`config.mk`:
```
export PLATFORM = sky130hd
export DESIGN_NAME = dot_top
export DESIGN_NICKNAME = d
export VERILOG_FILES = /design/src/dot_pkg.sv /design/src/dot_top.sv /design/src/dot_fifo.sv
export SDC_FILE = /design/constraint.sdc
export NUM_CORES = 1
export LEC_CHECK = 0
export BUFFER_PORTS_ARGS = -buffer_cell sky130_fd_sc_hd__buf_4
export CORE_MARGIN = 2
export CORE_UTILIZATION = 35
export CTS_BUF_LIST = sky130_fd_sc_hd__clkbuf_16
export CTS_CLUSTER_SIZE = 30
export DETAILED_ROUTE_END_ITERATION = 16
export GPL_TIMING_DRIVEN = 0
export PLACE_DENSITY_LB_ADDON = 0.12
export SLEW_MARGIN = 5
export SYNTH_ARGS = -nofsm -noshare
export SYNTH_HDL_FRONTEND = slang
export SYNTH_SLANG_ARGS = --single-unit
```
`constraint.sdc`:
```
create_clock -name clk_sys -period 4.6 [get_ports clk_sys]
set_input_delay 0.23 -clock clk_sys [delete_from_list [all_inputs] [get_ports clk_sys]]
set_output_delay 0.23 -clock clk_sys [all_outputs]
set_load 0.01 [all_outputs]
```
`src/dot_pkg.sv`:
```
/*
  Constants and types for the disparity output timestamper.
  Assumes a single 250 MHz clock and an upstream matcher that delivers
  left-viewpoint disparity pixels with an invalid flag.
*/
// Functional notes
// - Disparities are taken from the left camera's viewpoint and carry only a horizontal offset.
// - Each disparity word is 12 bits with 4 fractional bits, so the true value is the word over 16.
// - A pixel marked erroneous is sent as the all-ones code 0xFFF.
// - The calibration depth-mapping matrix is sent with every disparity map.
// - Each transmitted pair carries a timestamp field and a sequence number field.
// - The microsecond timestamp latches either the trigger instant or the frame arrival, by configuration.
// - For network-sourced images the supplied timestamp and sequence number pass through unchanged.
// - When locked to a time server, the clock counts microseconds since the 1970 epoch.
// - With no sync source the microsecond clock starts at zero at power-up.
// - With external sync selected, each rising sync edge clears the clock to zero.
// - A sync edge between latching and output makes the timestamp negative by the elapsed interval.
// - While the preview stream is open, transmission to other hosts halts and resumes when it ends; the code stops only new frames and pixels.
// - Only one browser streaming session receives data at a time.
// - Raw preview shows the integer disparity, and invalid pixels as light gray.
// - The first trigger output line can be turned into the sync input.
package dot_pkg;
  localparam int DISP_W      = 12;
  localparam int FRAC_W      = 4;
  localparam logic [11:0] DISP_INVALID = 12'hFFF;
  localparam int TS_W        = 64;
  localparam int SEQ_W       = 32;
  localparam int QWORD_W     = 32;
  localparam int Q_WORDS     = 16;
  localparam int CLK_MHZ     = 250;
  localparam int US_NS       = 1000;
  localparam int CLK_NS      = 4;
  localparam int US_CYC      = US_NS / CLK_NS;
  localparam logic [7:0] US_CYC_LAST = 8'(US_CYC - 1);
  localparam logic [7:0] PREV_GRAY   = 8'hC0;
  localparam int FIFO_DEPTH  = 16;
  localparam int OUT_W       = 2 + QWORD_W;
  localparam logic [1:0] K_PIX  = 2'h0;
  localparam logic [1:0] K_TS   = 2'h1;
  localparam logic [1:0] K_SEQ  = 2'h2;
  localparam logic [1:0] K_Q    = 2'h3;
  typedef enum logic [1:0] {SYNC_NONE, SYNC_EXT, SYNC_NTP} dot_sync_t;
  typedef enum {ST_IDLE, ST_HDR_TS_HI, ST_HDR_TS_LO, ST_HDR_SEQ, ST_HDR_Q, ST_PIX} dot_state_t;
endpackage

```
`src/dot_top.sv`:
```
/*
  Output stage: frames each pair with timestamp, sequence number and the
  depth-mapping matrix, then streams invalid-coded disparities via a FIFO.
  Assumes the matcher supplies left-view disparities with an invalid flag
  and that frame starts are single-cycle pulses.
*/
`timescale 1ns/100ps
module dot_top (
  // Clock and reset
  input  wire logic                             clk_sys,
  input  wire logic                             resetn,
  // Configuration
  input  wire logic [1:0]                       sync_mode,
  input  wire logic                             ts_on_trigger,
  input  wire logic                             net_source,
  input  wire logic                             preview_open,
  input  wire logic [1:0]                       preview_session,
  input  wire logic                             ntp_load,
  input  wire logic [dot_pkg::TS_W-1:0]         ntp_time_us,
  // Trigger line 1 / sync input
  input  wire logic                             trig1_in,
  input  wire logic                             trig1_pulse,
  output logic                                  trig1_out,
  output logic                                  trig1_oe,
  // Frame events
  input  wire logic                             frame_arrived,
  input  wire logic [dot_pkg::TS_W-1:0]         net_ts,
  input  wire logic [dot_pkg::SEQ_W-1:0]        net_seq,
  // Depth-mapping matrix
  output logic      [3:0]                       q_index,
  input  wire logic [dot_pkg::QWORD_W-1:0]      q_word,
  // Disparity input
  input  wire logic                             pix_valid,
  output logic                                  pix_ready,
  input  wire logic [dot_pkg::DISP_W-1:0]       pix_disp,
  input  wire logic                             pix_bad,
  input  wire logic                             pix_last,
  // Result stream to the network side
  output logic                                  out_valid,
  input  wire logic                             out_ready,
  output logic      [dot_pkg::OUT_W-1:0]        out_data,
  // Raw preview
  output logic      [7:0]                       prev_pixel,
  output logic      [1:0]                       prev_session_r
);
  // Sync pin handling
  logic sync_d_r;
  logic [7:0] us_div_r;
  logic signed [dot_pkg::TS_W-1:0] clock_us_r;
  logic signed [dot_pkg::TS_W-1:0] latch_r;
  logic [dot_pkg::SEQ_W-1:0] seq_r;
  logic signed [dot_pkg::TS_W-1:0] ts_out_r;
  logic [dot_pkg::SEQ_W-1:0] seq_out_r;
  logic [3:0] q_cnt_r;
  dot_pkg::dot_state_t st_r;
  logic [7:0] prev_r;

  wire ext_sync  = (sync_mode == 2'(dot_pkg::SYNC_EXT));
  wire sync_edge = ext_sync && trig1_in && !sync_d_r;
  wire us_tick   = (us_div_r == dot_pkg::US_CYC_LAST);
  wire latch_ev  = ts_on_trigger ? trig1_pulse : frame_arrived;
  // Arrival stamp is the clock at this edge; latch_r still holds the previous frame's instant
  wire signed [dot_pkg::TS_W-1:0] ts_now = ts_on_trigger ? latch_r : clock_us_r;

  assign trig1_out = ext_sync ? 1'b0 : trig1_pulse;
  assign trig1_oe  = !ext_sync;

  // FIFO fill side
  logic f_valid;
  logic f_ready;
  logic [dot_pkg::OUT_W-1:0] f_data;
  wire in_hdr   = (st_r != dot_pkg::ST_IDLE) && (st_r != dot_pkg::ST_PIX);
  wire tx_allow = !preview_open;
  wire [11:0] disp_code = pix_bad ? dot_pkg::DISP_INVALID : pix_disp;

  always_comb begin
    f_valid = 1'b0;
    f_data  = '0;
    unique case (st_r)
      dot_pkg::ST_HDR_TS_HI: begin
        f_valid = 1'b1;
        f_data  = {dot_pkg::K_TS, ts_out_r[63:32]};
      end
      dot_pkg::ST_HDR_TS_LO: begin
        f_valid = 1'b1;
        f_data  = {dot_pkg::K_TS, ts_out_r[31:0]};
      end
      dot_pkg::ST_HDR_SEQ: begin
        f_valid = 1'b1;
        f_data  = {dot_pkg::K_SEQ, seq_out_r};
      end
      dot_pkg::ST_HDR_Q: begin
        f_valid = 1'b1;
        f_data  = {dot_pkg::K_Q, q_word};
      end
      dot_pkg::ST_PIX: begin
        f_valid = pix_valid && tx_allow;
        f_data  = {dot_pkg::K_PIX, 20'h00000, disp_code};
      end
      default: begin
        f_valid = 1'b0;
      end
    endcase
  end

  assign pix_ready = (st_r == dot_pkg::ST_PIX) && f_ready && tx_allow;
  assign q_index   = q_cnt_r;
  wire   hdr_go    = in_hdr && f_ready;
  wire   frame_go  = (st_r == dot_pkg::ST_IDLE) && frame_arrived && tx_allow;

  always_ff @(posedge clk_sys or negedge resetn) begin
    if (!resetn) begin
      sync_d_r   <= 1'b0;
      us_div_r   <= '0;
      clock_us_r <= '0;
    end else begin
      sync_d_r <= trig1_in;
      if (sync_edge) begin
        us_div_r   <= '0;
        clock_us_r <= '0;
      end else if (ntp_load && sync_mode == 2'(dot_pkg::SYNC_NTP)) begin
        us_div_r   <= '0;
        clock_us_r <= ntp_time_us;
      end else begin
        us_div_r <= us_tick ? 8'h00 : us_div_r + 8'h01;
        if (us_tick) clock_us_r <= clock_us_r + 64'sd1;
      end
    end
  end

  // Latched instant; a later sync edge shifts it below zero
  always_ff @(posedge clk_sys or negedge resetn) begin
    if (!resetn) begin
      latch_r <= '0;
    end else if (latch_ev) begin
      latch_r <= clock_us_r;
    end else if (sync_edge) begin
      latch_r <= latch_r - clock_us_r;
    end
  end

  always_ff @(posedge clk_sys or negedge resetn) begin
    if (!resetn) begin
      st_r      <= dot_pkg::ST_IDLE;
      seq_r     <= '0;
      ts_out_r  <= '0;
      seq_out_r <= '0;
      q_cnt_r   <= '0;
    end else begin
      unique case (st_r)
        dot_pkg::ST_IDLE: if (frame_go) begin
          st_r      <= dot_pkg::ST_HDR_TS_HI;
          ts_out_r  <= net_source ? net_ts : ts_now;
          seq_out_r <= net_source ? net_seq : seq_r;
          if (!net_source) seq_r <= seq_r + 32'h00000001;
        end
        dot_pkg::ST_HDR_TS_HI: if (hdr_go) st_r <= dot_pkg::ST_HDR_TS_LO;
        dot_pkg::ST_HDR_TS_LO: if (hdr_go) st_r <= dot_pkg::ST_HDR_SEQ;
        dot_pkg::ST_HDR_SEQ: if (hdr_go) begin
          st_r    <= dot_pkg::ST_HDR_Q;
          q_cnt_r <= '0;
        end
        dot_pkg::ST_HDR_Q: if (hdr_go) begin
          q_cnt_r <= q_cnt_r + 4'h1;
          if (q_cnt_r == 4'hF) st_r <= dot_pkg::ST_PIX;
        end
        dot_pkg::ST_PIX: if (pix_valid && pix_ready && pix_last) st_r <= dot_pkg::ST_IDLE;
      endcase
    end
  end

  // Raw preview: integer part, light gray for invalid
  wire [7:0] prev_nxt = pix_bad ? dot_pkg::PREV_GRAY : pix_disp[11:4];
  always_ff @(posedge clk_sys or negedge resetn) begin
    if (!resetn) begin
      prev_r         <= '0;
      prev_session_r <= '0;
    end else begin
      if (pix_valid) prev_r <= prev_nxt;
      if (!preview_open) prev_session_r <= preview_session;
    end
  end
  assign prev_pixel = prev_r;

  dot_fifo #(.WIDTH(dot_pkg::OUT_W), .DEPTH(dot_pkg::FIFO_DEPTH)) u_fifo (
    .clk_sys   (clk_sys),
    .resetn    (resetn),
    .in_valid  (f_valid),
    .in_ready  (f_ready),
    .in_data   (f_data),
    .out_valid (out_valid),
    .out_ready (out_ready),
    .out_data  (out_data)
  );
endmodule // dot_top

```
`src/dot_fifo.sv`:
```
/*
  Parameterised valid/ready FIFO.
  Assumes one clock and an active-low asynchronous reset.
*/
`timescale 1ns/100ps
module dot_fifo #(
  parameter int WIDTH = 34,
  parameter int DEPTH = 16
) (
  // Clock and reset
  input  wire logic             clk_sys,
  input  wire logic             resetn,
  // Fill side
  input  wire logic             in_valid,
  output logic                  in_ready,
  input  wire logic [WIDTH-1:0] in_data,
  // Drain side
  output logic                  out_valid,
  input  wire logic             out_ready,
  output logic      [WIDTH-1:0] out_data
);
  localparam int AW = $clog2(DEPTH);
  logic [WIDTH-1:0] mem [DEPTH];
  logic [AW-1:0]    wr_r;
  logic [AW-1:0]    rd_r;
  logic [AW:0]      cnt_r;
  wire              push = in_valid && in_ready;
  wire              pop  = out_valid && out_ready;

  assign in_ready  = (cnt_r != (AW+1)'(DEPTH));
  assign out_valid = (cnt_r != '0);
  assign out_data  = mem[rd_r];

  always_ff @(posedge clk_sys) begin
    if (push) begin
      mem[wr_r] <= in_data;
    end
  end

  always_ff @(posedge clk_sys or negedge resetn) begin
    if (!resetn) begin
      wr_r  <= '0;
      rd_r  <= '0;
      cnt_r <= '0;
    end else begin
      if (push) wr_r <= wr_r + 1'b1;
      if (pop) rd_r <= rd_r + 1'b1;
      cnt_r <= cnt_r + (AW+1)'(push) - (AW+1)'(pop);
    end
  end
endmodule // dot_fifo

```
==> flow_metrics.env <==
export IMPL_status="completed"
export IMPL_fin_crit_ns=4.28
export IMPL_setup_ws_ns=0.315
export IMPL_grt_max_degree=103
export IMPL_synth_ff_type="edfxtp_1"
export IMPL_ys_async_sr_fraction_pct=35.2
export IMPL_yosysWarnings=0
export IMPL_synth_edf_count=544
export IMPL_clk_pin_slew_worst_paths_ns=0.06
export IMPL_power_density_mw_per_mm2=621
export IMPL_drtIter0Drc=1935
export IMPL_h_tree_depth=3
export IMPL_dpl_hpwl_mm=97.9
export IMPL_hp_class="in2reg"
export IMPL_die_area_mm2=0.117
export IMPL_yosysMostFrequentCell="edfxtp_1"
export IMPL_syn_cell_area_mm2=0.0401
export IMPL_cts_buffers=95
export IMPL_worstSetupEndpointType="output pin"
export IMPL_p_int_mw=19.8
export IMPL_antenna_found_initial=7
export IMPL_cts_setup_buffers=0
export IMPL_dr_pass1_iters=5
export IMPL_synth_top_cell_area_share_pct=40.7
export IMPL_place_congestion=0.909
export IMPL_fin_skew_ns=0.0307
export IMPL_root_buffer="clkbuf_16"
export IMPL_die_w_um=343
export IMPL_fin_area_mm2=0.0495
export IMPL_synth_seq_cells=839
export IMPL_drc_errors=0
export IMPL_fp_coreArea_mm2=0.114
export IMPL_drive_above_1_share_pct=18.5
export IMPL_finalSetupViolations=0
export IMPL_syn_inst=3076
export IMPL_clock_latency_ns=0.68
export IMPL_power_switching_share_pct=35.5
export IMPL_ys_types=99
export IMPL_ys_seq_area_share_pct=59.1
export IMPL_grt_total_usage_pct=23.1
export IMPL_grt_overflow=0
export IMPL_placed_cell_area_mm2=0.0444
export IMPL_grt_pass1_vias=29000
export IMPL_rsz0062_at_grt="no"
export IMPL_synth_top_area_cell="edfxtp_1"
export IMPL_path_buf_inv=4
export IMPL_ys_top_cells_by_area="edfxtp_1 41%, dfrtp_1 18%, mux4_2 9.5%"
export IMPL_finalCritPeriodShare_pct=93.1
export IMPL_wl_mm=136
export IMPL_final_nets=3944
export IMPL_syn_avg_cell_area_um2=13.0
export IMPL_drv_cap=0
export IMPL_ant_nets=0
export IMPL_crit_family="buffers and inverters"
export IMPL_hold_viol_final=0
export IMPL_clock_power_share_pct=25.5
export IMPL_numPortBuffers=270
export IMPL_yosys_top_cells_count="544 x edfxtp_1, 295 x dfrtp_1, 263 x nand2_1, 238 x nor2_1, 188 x a21oi_1"
export IMPL_cts_tree="done"
export IMPL_netSwitchingPower_mw=10.9
export IMPL_die_h_um=343
export IMPL_ctsLongestPathBuffers=3
export IMPL_vias_per_cell=5.32
export IMPL_critPathMaxFanout=10
export IMPL_area_growth_pct=23.3
export IMPL_cp_cell_sequence="clkbuf_1 > buf_1 > buf_1 > mux4_2 > mux4_2 > buf_4"
export IMPL_crit_path_start_kind="flop"
export IMPL_routedWlPerCell_um=25.9
export IMPL_path_class="reg2out"
export IMPL_clock_sinks=839
export IMPL_synth_fp_nets=3378
export IMPL_relSlewSlack_pct=12.8
export IMPL_utilization_pct=43.4
export IMPL_cpPeakStageDelay_ns=0.77
export IMPL_num_rows=124
export IMPL_leakagePower_nw=18.9
export IMPL_start_util_pct=35.2
export IMPL_worst_ep_required_time_ns=4.37
export IMPL_pin_count=273
export IMPL_combPwrFrac_pct=37.1
export IMPL_grt_pass1_wl_mm=198
export IMPL_drv_slew=0
export IMPL_worst_pin_slew_ns=1.31
export IMPL_pwr_share_seq_pct=37.4
export IMPL_max_freq_mhz=233
export IMPL_fin_tns_setup_ns=0
export IMPL_post_place_ws_ns=0.714
export IMPL_arrival_ns=4.05
export IMPL_vias=27900
export IMPL_slowest_stage="buf_1"
export IMPL_peakVddDrop_mv=0.336
==> routing by layer <==
| layer | up-vias | track usage, % | wire (um) |
|---|---|---|---|
| met5 | - | 0 | 37 |
| met2 | 709 | 39.9 | 67800 |
| met1 | 14200 | 29.6 | 56300 |
| li1 | 12700 | - | - |
| met4 | 6 | 8.93 | 5720 |
| met3 | 220 | 2.98 | 5900 |
==> worst paths after layout <==
check | from | endpoint | slack (ns) | cells after the start
setup reg to reg | clock_us_r[14]$_DFFE_PN0P_ | latch_r[57]$_DFFE_PN0P_ | 0.72 | 13
hold / removal | ntp_time_us[25] | clock_us_r[25]$_DFFE_PN0P_ | 0.02 | 3
max in group asynchronous | resetn | q_index[0]$_DFFE_PN0P_ | 3.54 | 3
setup / recovery | u_fifo.rd_r[0]$_DFFE_PN0P_ | out_data[32] | 0.32 | 6
min in group asynchronous | resetn | clock_us_r[20]$_DFFE_PN0P_ | 0.10 | 2
hold reg to reg | seq_r[31]$_DFFE_PN0P_ | seq_r[31]$_DFFE_PN0P_ | 0.48 | 1
==> cells by family after synthesis <==
group,Yosys count,synth area share [%]
AOI/OAI and AO/OA,665,10.4
adders and majority gates,81,2.56
DFF,839,59.1
xor gates and xnor gates,168,3.67
buffers and inverters,280,2.83
and+or+nand+nor,755,8.89
muxes,288,12.5
==> cells in the final DEF, fill, tap and decap left out, types with 37 or more instances in the layout <==
cell type and instances:
nor2_1 238, o21ai_0 185, nand2_1 263, inv_1 118, buf_4 273, clkbuf_1 142, dfrtp_1 295, mux2i_1 99
clkbuf_16 96, a211oi_1 89, edfxtp_1 544, ha_1 79, xnor2_1 121, nand3_1 46, a21oi_1 188, a22oi_1 75
xor2_1 47, nor3_1 37, dlygate4sd3_1 183, mux4_2 170
==> area by class of cell <==
cell class | instances | area, um^2
Fill cell | 10700 | 64600
Sequential cell | 839 | 23700
Multi-Input combinational cell | 1957 | 15300
Timing Repair Buffer | 469 | 4200
Clock buffer | 96 | 2400
Tap cell | 1512 | 1890
Buffer | 186 | 792
Clock inverter | 81 | 782
Inverter | 94 | 353
Antenna cell | 5 | 12.5
==> stage by stage <==
stage | instances | power, mW | hold WS (ns)
2_1_floorplan | 3076 | 18.5 | -0.0656
6_report | 5239 | 30.7 | 0.0177
5_1_grt | 5236 | 32.4 | 0.0307
4_1_cts | 5234 | 31.1 | 0.00131
3_5_place_dp | 4875 | 23.1 | 0.217
3_3_place_gp | 4858 | 22.9 | 0.352
==> worst min-delay path: stages <==
cell,delay [ns]
buf_4,0.08
nor2_1,0.09
a211oi_1,0.22
==> flip-flops by register name (all words and copies together), names as in the netlist <==
register and flops:
u_fifo.rd_r 4, st_r 3, clock_us_r 64, us_div_r 8, q_index 4, seq_out_r 32
ts_out_r 64, seq_r 32, u_fifo.mem 544, prev_session_r 2, sync_d_r 1, prev_pixel 8
latch_r 64, u_fifo.cnt_r 5, u_fifo.wr_r 4
==> power by group through the flow <==
stage	Clock (mW)	Sequential [mW]	Combinational (mW)
2_1_floorplan	0	11.3	7.17
3_3_place_gp	0	11.7	11.2
3_5_place_dp	0	11.6	11.4
4_1_cts	7.98	11.5	11.6
5_1_grt	8.26	11.7	12.4
6_report	7.83	11.5	11.4
==> timing repair <==
item | CTS | global route
endpoints found under the setup margin | 3 | 0
hold endpoints to repair | 266 | 0
hold buffers | 182 | 0
resized for setup | 2 | 0
No activity file was read; power rests on OpenSTA's default activity.
